**src/pkg/spp_pkg.sv**
```systemverilog
// shared constants of the serial programming port
package spp_pkg;

  // command framing: four bytes, eight bits each, msb first
  localparam int SPP_CMD_BYTES = 4;
  localparam logic [2:0] SPP_BIT_LAST = 3'h7;
  localparam logic [1:0] SPP_SLOT_OP = 2'h0;
  localparam logic [1:0] SPP_SLOT_KEY = 2'h1;
  localparam logic [1:0] SPP_SLOT_ADDR_LO = 2'h2;
  localparam logic [1:0] SPP_SLOT_DATA = 2'h3;

  // access-unlock command: operation byte and key byte
  localparam logic [7:0] SPP_UNLOCK_OP = 8'hac;
  localparam logic [7:0] SPP_UNLOCK_KEY = 8'h53;

  // values after reset
  localparam logic [7:0] SPP_TX_RESET = 8'h00;
  localparam logic [31:0] SPP_CMD_RESET = 32'h0000_0000;

  // timing: system clock rate and the programmer's entry wait
  localparam int SPP_SYS_CLK_KHZ = 50000;
  localparam int SPP_ENTRY_WAIT_MS = 20;
  localparam int SPP_ENTRY_WAIT_CYC = SPP_ENTRY_WAIT_MS * SPP_SYS_CLK_KHZ;

  // least serial clock phases, in device clock cycles
  localparam int SPP_SCK_LOW_MIN_CYC = 1;
  localparam int SPP_SCK_HIGH_MIN_CYC = 4;

  // depth of the command buffer
  localparam int SPP_BUF_DEPTH = 2;

  // port states
  typedef enum logic [1:0]
  {
    SPP_ST_IDLE,
    SPP_ST_LOCKED,
    SPP_ST_OPEN
  } spp_state_t;

endpackage : spp_pkg

```
**src/pkg/spp_stream_if.sv**
```systemverilog
`timescale 1ns/1ps
// valid/ready word stream between the port and its buffer
interface spp_stream_if #(parameter int WIDTH = 32);
  logic valid;
  logic ready;
  logic [WIDTH-1:0] data;

  // side that offers words
  modport src (output valid, output data, input ready);
  // side that takes words
  modport snk (input valid, input data, output ready);
endinterface : spp_stream_if

```
**src/hw/spp_fifo.sv**
```systemverilog
`timescale 1ns/1ps
// small shift buffer: the head word always sits in entry 0, a register
module spp_fifo
  import spp_pkg::*;
#(
  parameter int WIDTH = 32,
  parameter int DEPTH = SPP_BUF_DEPTH
)
(
  // clock and reset
  input wire logic i_clk_sys,
  input wire logic i_sys_rst,
  // filling side
  spp_stream_if.snk s_in,
  // draining side
  spp_stream_if.src s_out
);

  localparam int CW = $clog2(DEPTH + 1);

  // entries and fill level
  logic [WIDTH-1:0] ent_r [DEPTH];
  logic [CW-1:0] cnt_r;
  logic [CW-1:0] cnt_nxt;

  // handshake terms
  wire push = s_in.valid && s_in.ready;
  wire pop = s_out.valid && s_out.ready;

  // full and empty straight from the level, so back-pressure is honest
  assign s_in.ready = (cnt_r != CW'(DEPTH));
  assign s_out.valid = (cnt_r != '0);
  assign s_out.data = ent_r[0];

  // level bookkeeping
  assign cnt_nxt = (push && !pop) ? cnt_r + 1'b1 :
                   (pop && !push) ? cnt_r - 1'b1 : cnt_r;

  always_ff @(posedge i_clk_sys)
  begin
    if (i_sys_rst)
      cnt_r <= '0;
    else
      cnt_r <= cnt_nxt;
  end

  // each entry shifts down on a pop and takes the new word at the tail
  genvar gi;
  generate
    for (gi = 0; gi < DEPTH; gi = gi + 1)
    begin : g_ent
      wire [WIDTH-1:0] above;
      wire [WIDTH-1:0] nxt;
      if (gi == DEPTH - 1)
      begin : g_top
        assign above = s_in.data;
      end
      else
      begin : g_mid
        assign above = ent_r[gi+1];
      end
      // with a pop the tail slot moves down by one
      assign nxt = pop ? ((push && cnt_r == CW'(gi + 1)) ? s_in.data : above)
                       : ((push && cnt_r == CW'(gi)) ? s_in.data : ent_r[gi]);
      always_ff @(posedge i_clk_sys)
      begin
        if (i_sys_rst)
          ent_r[gi] <= '0;
        else
          ent_r[gi] <= nxt;
      end
    end
  endgenerate

endmodule : spp_fifo

```
**src/hw/spp_port.sv**
```systemverilog
// Operation
// programming mode only while reset pin low
// each clock pulse moves one bit each way
// only unlock accepted until unlock received
// serial interface live as reset asserts
// programmer waits 20 ms before first command
// programmer alone supplies the serial clock
// programmer holds clock low initially
// stray clock edges count as bits
// unlock key byte echoes during third byte
// programmer re-pulses reset when echo missing
// programmer sends all four unlock bytes
// clock and data-in pins: inputs, no pull-up
// clock low >1, high >4 device cycles
// programmer drives data-in throughout
// data-out driven only after unlock received; code drives it once operation and key match
// programmer pulls data-out up until driven
// programmer sole driver of serial clock
// commands: operation, two address, one data
// each byte echoes the previous byte
// read data returned in fourth byte slot
// all bytes travel msb first
// sample on rising, change after falling edge
`timescale 1ns/1ps
module spp_port
  import spp_pkg::*;
#(
  parameter int ENTRY_WAIT_CYC = SPP_ENTRY_WAIT_CYC,
  parameter int BUF_DEPTH = SPP_BUF_DEPTH
)
(
  // system clock and reset
  input wire logic i_clk_sys,
  input wire logic i_sys_rst,
  // programming pins (inputs asynchronous to i_clk_sys)
  input wire logic i_rst_pin_n,
  input wire logic i_sck,
  input wire logic i_mosi,
  output logic o_miso,
  output logic o_miso_oe,
  output logic o_sck_oe,
  output logic o_mosi_oe,
  output logic o_pin_pullup_en,
  // command header and read data for the fourth slot
  output logic o_hdr_valid,
  output logic [7:0] o_hdr_op,
  output logic [15:0] o_hdr_addr,
  input wire logic i_rd_en,
  input wire logic [7:0] i_rd_byte,
  // completed commands
  output logic o_cmd_valid,
  output logic [31:0] o_cmd_data,
  input wire logic i_cmd_ready,
  // status
  output logic o_prog_mode,
  output logic o_unlocked,
  output logic o_entry_done,
  output logic o_overrun
);

  localparam int WC = $clog2(ENTRY_WAIT_CYC + 1);

  // two-flop synchronisers for reset pin, clock and data-in
  logic [2:0] pin_s1_r;
  logic [2:0] pin_s2_r;
  // previous synchronised clock, for edge finding
  logic sck_d_r;

  // port state
  spp_state_t state_r;
  spp_state_t state_nxt;

  // receive side
  logic [7:0] rx_sh_r;
  logic [2:0] bit_cnt_r;
  logic [1:0] slot_r;
  logic [23:0] hdr_r;

  // transmit side
  logic [7:0] tx_sh_r;
  logic load_pend_r;
  logic [7:0] echo_r;
  logic [1:0] load_slot_r;
  logic miso_oe_r;

  // header pulse
  logic hdr_valid_r;

  // command waiting for the buffer
  logic push_valid_r;
  logic [31:0] push_data_r;
  logic overrun_r;

  // entry wait counter
  logic [WC-1:0] wait_cnt_r;

  // buffer links
  spp_stream_if #(.WIDTH(32)) cmd_in ();
  spp_stream_if #(.WIDTH(32)) cmd_out ();

  // synchronised pins; the first flop is read only by the second
  wire rst_pin_n_s = pin_s2_r[2];
  wire sck_s = pin_s2_r[1];
  wire mosi_s = pin_s2_r[0];

  // programming mode follows the reset pin held low
  wire in_mode = !rst_pin_n_s;

  // edges of the serial clock as seen by the system clock
  wire sck_rise = in_mode && sck_s && !sck_d_r;
  wire sck_fall = in_mode && !sck_s && sck_d_r;

  // receive decode: byte and frame completion on a rising edge
  wire [7:0] rx_byte = {rx_sh_r[6:0], mosi_s};
  wire byte_done = sck_rise && (bit_cnt_r == SPP_BIT_LAST);
  wire frame_done = byte_done && (slot_r == SPP_SLOT_DATA);
  wire [31:0] frame = {hdr_r, rx_byte};

  // the unlock check: operation and key byte in their slots
  wire key_ok = byte_done && (slot_r == SPP_SLOT_KEY)
                && (hdr_r[7:0] == SPP_UNLOCK_OP) && (rx_byte == SPP_UNLOCK_KEY);
  wire unlock_frame = frame_done && (hdr_r[23:16] == SPP_UNLOCK_OP)
                      && (hdr_r[15:8] == SPP_UNLOCK_KEY);

  // a locked port swallows every command; an open one hands it on
  wire cmd_accept = frame_done && (state_r == SPP_ST_OPEN);

  // fourth slot uses the memory byte when the user asks for it
  wire use_rd = (load_slot_r == SPP_SLOT_DATA) && i_rd_en && (state_r == SPP_ST_OPEN);
  wire [7:0] tx_load = use_rd ? i_rd_byte : echo_r;

  // buffer handshake
  wire push_taken = push_valid_r && cmd_in.ready;

  assign cmd_in.valid = push_valid_r;
  assign cmd_in.data = push_data_r;
  assign cmd_out.ready = i_cmd_ready;

  // synchronisers: plain two-flop chains
  always_ff @(posedge i_clk_sys)
  begin
    if (i_sys_rst)
    begin
      pin_s1_r <= 3'h7;
      pin_s2_r <= 3'h7;
      sck_d_r <= 1'b0;
    end
    else
    begin
      pin_s1_r <= {i_rst_pin_n, i_sck, i_mosi};
      pin_s2_r <= pin_s1_r;
      sck_d_r <= pin_s2_r[1];
    end
  end

  // state machine: idle outside mode, locked until unlock, then open
  always_comb
  begin
    state_nxt = state_r;
    case (state_r)
      SPP_ST_IDLE:
        // the shifter is live from the moment reset asserts
        if (in_mode)
          state_nxt = SPP_ST_LOCKED;
      SPP_ST_LOCKED:
        if (!in_mode)
          state_nxt = SPP_ST_IDLE;
        else if (unlock_frame)
          state_nxt = SPP_ST_OPEN;
      SPP_ST_OPEN:
        if (!in_mode)
          state_nxt = SPP_ST_IDLE;
      default:
        state_nxt = SPP_ST_IDLE;
    endcase
  end

  always_ff @(posedge i_clk_sys)
  begin
    if (i_sys_rst)
      state_r <= SPP_ST_IDLE;
    else
      state_r <= state_nxt;
  end

  // receive shifter: every rising edge is a bit, wanted or stray,
  // so a glitch on the clock puts framing out of step until re-entry
  always_ff @(posedge i_clk_sys)
  begin
    if (i_sys_rst || !in_mode)
    begin
      rx_sh_r <= SPP_TX_RESET;
      bit_cnt_r <= '0;
      slot_r <= SPP_SLOT_OP;
    end
    else if (sck_rise)
    begin
      rx_sh_r <= rx_byte;
      bit_cnt_r <= bit_cnt_r + 1'b1;
      if (byte_done)
        slot_r <= slot_r + 1'b1;
    end
  end

  // header of the current command: operation and two address bytes
  always_ff @(posedge i_clk_sys)
  begin
    if (i_sys_rst)
      hdr_r <= '0;
    else if (byte_done)
      hdr_r <= {hdr_r[15:0], rx_byte};
  end

  // header pulse once three bytes are in, before the fourth slot opens;
  // the user has the rest of that clock phase to raise i_rd_en
  always_ff @(posedge i_clk_sys)
  begin
    if (i_sys_rst)
      hdr_valid_r <= 1'b0;
    else
      hdr_valid_r <= byte_done && (slot_r == SPP_SLOT_ADDR_LO)
                     && (state_r == SPP_ST_OPEN);
  end

  // a finished byte waits for the next falling edge to be sent back
  always_ff @(posedge i_clk_sys)
  begin
    if (i_sys_rst || !in_mode)
    begin
      load_pend_r <= 1'b0;
      echo_r <= SPP_TX_RESET;
      load_slot_r <= SPP_SLOT_OP;
    end
    else if (byte_done)
    begin
      load_pend_r <= 1'b1;
      echo_r <= rx_byte;
      load_slot_r <= slot_r + 1'b1;
    end
    else if (sck_fall)
      load_pend_r <= 1'b0;
  end

  // transmit shifter: changes only after a falling edge, msb on the pin
  always_ff @(posedge i_clk_sys)
  begin
    if (i_sys_rst || !in_mode)
      tx_sh_r <= SPP_TX_RESET;
    else if (sck_fall)
    begin
      if (load_pend_r)
        tx_sh_r <= tx_load;
      else
        tx_sh_r <= {tx_sh_r[6:0], 1'b0};
    end
  end

  // data-out drive: off after reset, on once operation and key match,
  // which lets the key echo reach the programmer during byte three
  always_ff @(posedge i_clk_sys)
  begin
    if (i_sys_rst || !in_mode)
      miso_oe_r <= 1'b0;
    else if (key_ok || state_r == SPP_ST_OPEN)
      miso_oe_r <= 1'b1;
  end

  // command hand-off; a frame arriving while one still waits is lost
  always_ff @(posedge i_clk_sys)
  begin
    if (i_sys_rst)
    begin
      push_valid_r <= 1'b0;
      push_data_r <= SPP_CMD_RESET;
    end
    else if (cmd_accept && !(push_valid_r && !push_taken))
    begin
      push_valid_r <= 1'b1;
      push_data_r <= frame;
    end
    else if (push_taken)
      push_valid_r <= 1'b0;
  end

  // overrun flag: set wins; cleared only on leaving programming mode
  always_ff @(posedge i_clk_sys)
  begin
    if (i_sys_rst)
      overrun_r <= 1'b0;
    else if (cmd_accept && push_valid_r && !push_taken)
      overrun_r <= 1'b1;
    else if (!in_mode)
      overrun_r <= 1'b0;
  end

  // entry wait: tells the user when the programmer may start shifting
  always_ff @(posedge i_clk_sys)
  begin
    if (i_sys_rst || !in_mode)
      wait_cnt_r <= '0;
    else if (wait_cnt_r != WC'(ENTRY_WAIT_CYC))
      wait_cnt_r <= wait_cnt_r + 1'b1;
  end

  // two-entry buffer: with the hand-off register, a stalled consumer loses no command until three wait
  spp_fifo #(
    .WIDTH(32),
    .DEPTH(BUF_DEPTH)
  ) u_buf (
    .i_clk_sys(i_clk_sys),
    .i_sys_rst(i_sys_rst),
    .s_in(cmd_in.snk),
    .s_out(cmd_out.src)
  );

  // pin outputs; clock and data-in are never driven nor pulled up
  assign o_miso = tx_sh_r[7];
  assign o_miso_oe = miso_oe_r;
  assign o_sck_oe = 1'b0;
  assign o_mosi_oe = 1'b0;
  assign o_pin_pullup_en = 1'b0;

  // header outputs
  assign o_hdr_valid = hdr_valid_r;
  assign o_hdr_op = hdr_r[23:16];
  assign o_hdr_addr = hdr_r[15:0];

  // command stream outputs
  assign o_cmd_valid = cmd_out.valid;
  assign o_cmd_data = cmd_out.data;

  // status outputs
  assign o_prog_mode = (state_r != SPP_ST_IDLE);
  assign o_unlocked = (state_r == SPP_ST_OPEN);
  assign o_entry_done = (wait_cnt_r == WC'(ENTRY_WAIT_CYC));
  assign o_overrun = overrun_r;

endmodule : spp_port

```
**config.mk**
```make
export PLATFORM = sky130hd
export DESIGN_NAME = spp_port
export DESIGN_NICKNAME = d
export VERILOG_FILES = /design/src/pkg/spp_pkg.sv /design/src/pkg/spp_stream_if.sv /design/src/hw/spp_fifo.sv /design/src/hw/spp_port.sv
export SDC_FILE = /design/constraint.sdc
export NUM_CORES = 1
export LEC_CHECK = 0
export BUFFER_PORTS_ARGS = -buffer_cell sky130_fd_sc_hd__buf_4
export CAP_MARGIN = 15
export CORE_UTILIZATION = 56
export DETAILED_ROUTE_END_ITERATION = 10
export PLACE_DENSITY = 0.77
export SLEW_MARGIN = 20
export SYNTH_ARGS = -nofsm -noshare
export SYNTH_HDL_FRONTEND = slang
export SYNTH_SLANG_ARGS = --single-unit
```
**constraint.sdc**
```tcl
create_clock -name i_clk_sys -period 2.4 [get_ports i_clk_sys]
set_input_delay 0.24 -clock i_clk_sys [delete_from_list [all_inputs] [get_ports i_clk_sys]]
set_output_delay 0.24 -clock i_clk_sys [all_outputs]
set_load 0.02 [all_outputs]
```
==> flow_metrics.tcl, run 1 <==
set metrics [dict create \
    status "complete, no violations" \
    crit_arrival_ns 2.49 \
    reg2reg_slack_ns 0.20 \
    htree_levels 4 \
    clock_path_buffers 2 \
    fin_crit_ns 2.20 \
    r2r_cells 7 \
    crit_chain "inv_1, ha_1, nor2b_1, a21oi_2, buf_4, a222oi_1, nor2_1" \
    portBuffers 78 \
    die_area_mm2 0.0130 \
    cts_buffers 17 \
    fp.dieH_um 114 \
    yosys_warnings 0 \
    ir_drop_mv 0.478 \
    routabilityCongestion 0.846 \
    final_hold_viol_count 0 \
    fin_crit_sh_pct 91.8 \
    dr_total_vias 6069 \
    cpPeakStageDelay_ns 0.52 \
    grt_max_degree 131 \
    hold_ws_ns 0.0638 \
    wl_met3_mm 1.01 \
    area_growth_pct 19.5 \
    worstSetupPathType "register to register" \
    hp-class "primary input to register" \
    fillCellCount 950 \
    synth_top_area_share_pct 52.8 \
    p_clk_share_pct 46.7 \
    rows 40 \
    async_flop_share_pct 0 \
    ys_top_cells_by_area "dfxtp_1, nand2_1, a21oi_1" \
    drv_slew 0 \
    switching_share_pct 21.5 \
    grtUsageTotal_pct 26.7 \
    end_kind "register" \
    synth_ff_type "dfxtp_1" \
    cts_tree "done" \
    comb_power_share_pct 4.4 \
    wl_met2_mm 8.76 \
    yosys.cell_types.count 51 \
    final-setup-viol-count 0 \
    cts.repair.resized 0 \
    viasPerCell 5.83 \
    synth_area_mm2 0.00705 \
    synthCells 801 \
    cp_slowest_cell "nor2b_1" \
    grt_pass1_vias 5639 \
    cts.clk_slew.worst_paths_ns 0.06 \
    clock_skew_ns 0.00606 \
    grt_pass1_wl_mm 27.4 \
    start_util_pct 57.9 \
    ios 82 \
    drc 0 \
    r2r_end "u_buf.ent_r[0][3]$_SDFFE_PP0P_" \
    relSlewSlack_pct 35.8 \
    postRouteAntennaNets 0 \
    endpoint "u_buf.ent_r[0][3]$_SDFFE_PP0P_" \
    yosysSeqAreaShare_pct 52.8 \
    core-area_mm2 0.0122 \
    cap_viol_max_count 0 \
    grt_antenna_before_repair 0 \
    avgRoutedWirePerCell_um 16.4 \
    die_w_um 114 \
    final_layout_size_suffix_gt1_share_pct 18.1 \
    worstMarginPinSlew_ns 0.961 \
    drt_wl_total_mm 17.1 \
    syn_avg_cell_area_um2 8.80 \
    internal_power_mw 5.00 \
    final.setup.tns_ns 0 \
    fin_nets 886 \
    met1_length_mm 7.06 \
    grt_setup_unrepaired "no" \
    p_switching_mw 1.37 \
    power.density_mw_per_mm2 756 \
    top_layer "met4" \
    dr.first_iter.drc_count 715 \
    power_leakage_nw 3.10 \
    antenna_cells 0 \
    seqPwrFrac_pct 48.9 \
    clock_latency_ns 0.43 \
    post-dp-hpwl_mm 11.1 \
    yosysTopAreaCell "dfxtp_1" \
    synth_edf_count 0 \
    dr.pass1.iters 6 \
    critPathLaunchType "register" \
    synth-seq-cells 186 \
    cts_root_buf "clkbuf_16" \
    grt_overflow 0 \
    cts_sinks 186 \
    critPathMaxFanout 32 \
    r2r-start "u_buf.cnt_r[0]$_SDFFE_PP0P_" \
    cp.required_ns 2.69 \
    fmax_mhz 454 \
    crit_path_start "u_buf.cnt_r[0]$_SDFFE_PP0P_" \
]
-- registers in the layout, summed over array words and instances, names as in the netlist, 2 cells and up --
| register | cells |
|---|---|
| cmd_in.data | 32 |
| wait_cnt_r | 20 |
| echo_r | 8 |
| slot_r | 2 |
| pin_s2_r | 3 |
| pin_s1_r | 3 |
| load_slot_r | 2 |
| bit_cnt_r | 3 |
| rx_sh_r | 7 |
| tx_sh_r | 8 |
| u_buf.ent_r | 64 |
| u_buf.cnt_r | 2 |
| hdr_r | 24 |
| state_r | 2 |
-- area by class of cell --
cell class	count	area, µm²	area share (%)
inverter	11	41.3	0.490
sequential	186	3720	44.2
multi-input combinational	550	3080	36.6
clock inverter	11	166	1.98
clock buffer	21	470	5.59
timing repair buffer	94	726	8.62
tap	168	210	2.50
-- per-stage QoR --
stage	power (mW)	instances	worst slack, ns	area (µm²)	util, %
4_1_cts	6.38	1040	0.246	8410	69.2
3_5_place_dp	3.45	1006	0.259	7750	63.8
6_report	6.36	1041	0.197	8420	69.2
2_1_floorplan	3.36	803	0.545	7050	-
3_3_place_gp	3.44	1006	0.395	7750	63.8
5_1_grt	6.55	1041	0.0714	8420	69.2
-- synthesized netlist by cell type, drive strengths merged, types with 2 or more instances --
library cell and number:
a21oi 115, a221o 7, a222oi 32, and2 2, and4 3, and4b 2, and4bb 2, buf 9
clkbuf 47, dfxtp 186, ha 11, inv 11, mux2 8, nand2 199, nand2b 3, nand3 11
nand4 7, nand4b 3, nor2 51, nor2b 7, nor3 8, nor3b 9, nor4 7, nor4b 3
o21a 2, o21ai 6, o221a 8, or2 9, or3 5, or4 2, xnor2 5, xor2 9
-- logic make-up after synthesis --
group	count (synthesis)	synth area share, %
AO/OA/AOI/OAI	179	16.6
multiplexers	8	1.28
adder cells (fa/ha/maj)	11	1.95
XOR/XNOR	14	1.74
other	1	0.0532
flip-flops	186	52.8
buffers and inverters	67	3.80
AND/OR/NAND/NOR	335	21.7
-- critical path, delay by kind of cell (launching register included) --
family	cells	cell delay, ns
simple gates	2	0.60
compound gates	2	0.51
flops	1	0.37
buf+inv	2	0.37
fa+ha+maj	1	0.22
-- worst min path at each step --
stage	endpoint	cells past startpoint	start	slack, ns
2_1_floorplan	pin_s1_r[0]$_SDFF_PP1_	1	i_mosi	0.34
3_3_place_gp	pin_s2_r[1]$_SDFF_PP1_	1	pin_s1_r[1]$_SDFF_PP1_	0.40
3_5_place_dp	pin_s2_r[0]$_SDFF_PP1_	1	pin_s1_r[0]$_SDFF_PP1_	0.39
4_1_cts	pin_s1_r[0]$_SDFF_PP1_	2	i_mosi	0.004
5_1_grt	hdr_r[0]$_SDFFE_PP0N_	2	i_sys_rst	0.07
6_report	hdr_r[0]$_SDFFE_PP0N_	2	i_sys_rst	0.06
-- cells in the final DEF, fill, tap and decap left out, types with 3 or more instances in the layout --
| cell | count |
|---|---|
| nand2_1 | 199 |
| dfxtp_1 | 186 |
| a21oi_1 | 112 |
| buf_4 | 90 |
| nor2_1 | 51 |
| a222oi_1 | 32 |
| clkbuf_16 | 17 |
| inv_1 | 11 |
| nand3_1 | 11 |
| ha_1 | 11 |
| or2_2 | 9 |
| xor2_1 | 9 |
| o221a_2 | 8 |
| mux2_2 | 8 |
| nor3b_1 | 8 |
| nor3_1 | 8 |
| nor4_1 | 7 |
| a221o_1 | 7 |
| nor2b_1 | 6 |
| o21ai_0 | 6 |
| nand4_1 | 5 |
| or3_1 | 5 |
| xnor2_1 | 5 |
| bufinv_16 | 4 |
| nand4b_1 | 3 |
| nand2b_1 | 3 |
| nor4b_1 | 3 |
| conb_1 | 3 |
| clkinvlp_4 | 3 |
| clkbuf_8 | 3 |
| clkinv_2 | 3 |
| dlygate4sd3_1 | 3 |
-- power by group through the flow --
| stage | combinational [mW] | clock [mW] | sequential [mW] |
|---|---|---|---|
| 2_1_floorplan | 0.180 | 0 | 3.18 |
| 3_3_place_gp | 0.264 | 0 | 3.18 |
| 3_5_place_dp | 0.272 | 0 | 3.18 |
| 4_1_cts | 0.276 | 3.00 | 3.11 |
| 5_1_grt | 0.302 | 3.13 | 3.11 |
| 6_report | 0.280 | 2.97 | 3.11 |
-- routing by layer --
layer  GRT usage (%)  vias up
met2            46.6      208
li1                -     2919
met3            5.93       23
met5               0        -
met1            33.0     2919
met4            8.14        0
-- what timing repair did --
item                      CTS  global route
setup buffers               0             0
hold buffers                2             1
hold endpoints to repair    2             1
Note: power is estimated with default switching activity, not from simulation.
==> inputs of run 2 (changes only) <==
REMOVE_ABC_BUFFERS = 1   (was not set)
==> run 2 against run 1 <==
  * First-iteration DRC count grew 15%
  * Fmax rose by 1.8%
  * Sequential share of layout area up 0.29 points
  * Critical endpoint is now u_buf.ent_r[0][13]$_SDFFE_PP0P_
  * Highest routed layer unchanged
==> flow_metrics.tcl, run 2 (same netlist as run 1, synthesis figures left out) <==
set metrics [dict create \
    fillCellCount 970 \
    fp.dieH_um 114 \
    core-area_mm2 0.0122 \
    cts_setup_buffers 0 \
    cts_root_buf "clkbuf_16" \
    dr.pass1.iters 6 \
    cp.required_ns 2.76 \
    regMostFlops "u_buf.ent_r" \
    fin_crit_ns 2.16 \
    rows 40 \
    cp_slowest_cell "a21oi_4" \
    critPathLaunchType "register" \
    seqPwrFrac_pct 51.9 \
    crit_arrival_ns 2.53 \
    end_kind "register" \
    critPathTopFamily "compound AO/OA/AOI/OAI gates" \
    avgRoutedWirePerCell_um 16.1 \
    drt_wl_total_mm 16.8 \
    path_buf_inv 1 \
    viasPerCell 5.83 \
    fin_nets 886 \
    routabilityCongestion 0.831 \
    p_switching_mw 1.34 \
    internal_power_mw 4.66 \
    drv_slew 0 \
    status "complete, no violations" \
    portBuffers 78 \
    postRouteAntennaNets 0 \
    wl_met3_um 982 \
    worstMarginPinSlew_ns 0.972 \
    cts_sinks 186 \
    post-route-util_pct 68.8 \
    cts.clk_slew.worst_paths_ns 0.06 \
    final_hold_viol_count 0 \
    power_mw 6.00 \
    crit_chain "inv_1, ha_1, nor2b_1, a21oi_4, a222oi_1, nor2_1" \
    area_growth_pct 18.7 \
    clock_path_buffers 2 \
    switching_share_pct 22.3 \
    start_util_pct 57.9 \
    final_common_cell "nand2_1" \
    htree_levels 4 \
    cts_tree "done" \
    worstSetupPathType "register to register" \
    clock_skew_ns 0.0172 \
    die_w_um 114 \
    grt_setup_unrepaired "no" \
    met1_length_mm 7.17 \
    grt_pass1_vias 5681 \
    final_cell_mix "nand2_1, dfxtp_1, a21oi_1" \
    critPathMaxFanout 32 \
    dr.first_iter.drc_count 819 \
    final-setup-viol-count 0 \
    final_layout_size_suffix_gt1_share_pct 17.6 \
    ir_drop_mv 0.504 \
    p_clk_share_pct 43.2 \
    post-dp-hpwl_mm 10.8 \
    hp-class "primary input to register" \
    grt_antenna_before_repair 0 \
    cap_viol_max_count 0 \
    top_layer "met4" \
    fin_crit_sh_pct 90.2 \
    final.setup.tns_ns 0 \
    grtUsageTotal_pct 26.9 \
    drc 0 \
    die_area_mm2 0.0130 \
    cts_buffers 17 \
    antenna_cells 0 \
    relSlewSlack_pct 35.1 \
    comb_power_share_pct 5.0 \
    clock_latency_ns 0.43 \
    grt_max_degree 68 \
    fmax_mhz 462 \
    dr_total_vias 6074 \
    ios 82 \
    power.density_mw_per_mm2 717 \
    cts.repair.resized 0 \
    power_leakage_nw 3.06 \
    grt_pass1_wl_mm 27.6 \
    cpPeakStageDelay_ns 0.76 \
    largest_register_ffs 64 \
    grt_overflow 0 \
    wl_met2_mm 8.46 \
]
-- run 2: final timing paths --
path / cells past startpoint / from / end / slack (ns)
max: 6 / u_buf.cnt_r[0]$_SDFFE_PP0P_ / u_buf.ent_r[0][13]$_SDFFE_PP0P_ / 0.24
min: 2 / i_sys_rst / hdr_r[0]$_SDFFE_PP0N_ / 0.10
max reg2reg: 6 / u_buf.cnt_r[0]$_SDFFE_PP0P_ / u_buf.ent_r[0][13]$_SDFFE_PP0P_ / 0.24
min reg2reg: 1 / pin_s1_r[2]$_SDFF_PP1_ / pin_s2_r[2]$_SDFF_PP1_ / 0.41
-- run 2: timing repair --
action | CTS | global route
endpoints found under the hold margin | 3 | 0
hold buffers | 3 | 0
endpoints found under the setup margin | 0 | 0
-- run 2: worst register-to-register path: cells and delay by family, from the launching register on --
family | cells | cell delay [ns]
AO/OA/AOI/OAI | 2 | 1.07
buffers and inverters | 1 | 0.10
adder cells (fa/ha/maj) | 1 | 0.28
flip-flops | 1 | 0.33
AND/OR/NAND/NOR | 2 | 0.32
-- run 2: per-layer routing --
layer	up-vias	global-route usage, %
met5	-	0
met4	0	8.31
met3	25	5.82
met2	218	46.0
met1	2917	34.0
li1	2914	-
-- run 2: cell type report --
| type | instances | area [µm²] | share of cell area, % |
|---|---|---|---|
| multi-input cells | 550 | 3100 | 37.0 |
| clock buffers | 24 | 472 | 5.64 |
| repair buffers | 94 | 751 | 8.97 |
| flip-flops and latches | 186 | 3720 | 44.5 |
| well taps | 168 | 210 | 2.51 |
| clock inverters | 8 | 70.1 | 0.837 |
| inverters | 11 | 41.3 | 0.493 |
-- run 2: power by group through the flow --
stage          clock [mW]  sequential (mW)  combinational, mW
2_1_floorplan           0             3.18              0.131
3_3_place_gp            0             3.18              0.285
3_5_place_dp            0             3.18              0.294
4_1_cts              2.62             3.11              0.298
5_1_grt              2.76             3.11              0.323
6_report             2.59             3.11              0.297
-- run 2: metrics by stage --
step / instances / area [µm²] / setup slack [ns] / hold slack [ns]
2_1_floorplan: 747 / 6830 / -0.175 / 0.309
3_3_place_gp: 1006 / 7790 / 0.439 / 0.394
3_5_place_dp: 1006 / 7790 / 0.287 / 0.398
4_1_cts: 1041 / 8370 / 0.241 / 0.0962
5_1_grt: 1041 / 8370 / 0.121 / 0.107
6_report: 1041 / 8370 / 0.236 / 0.102
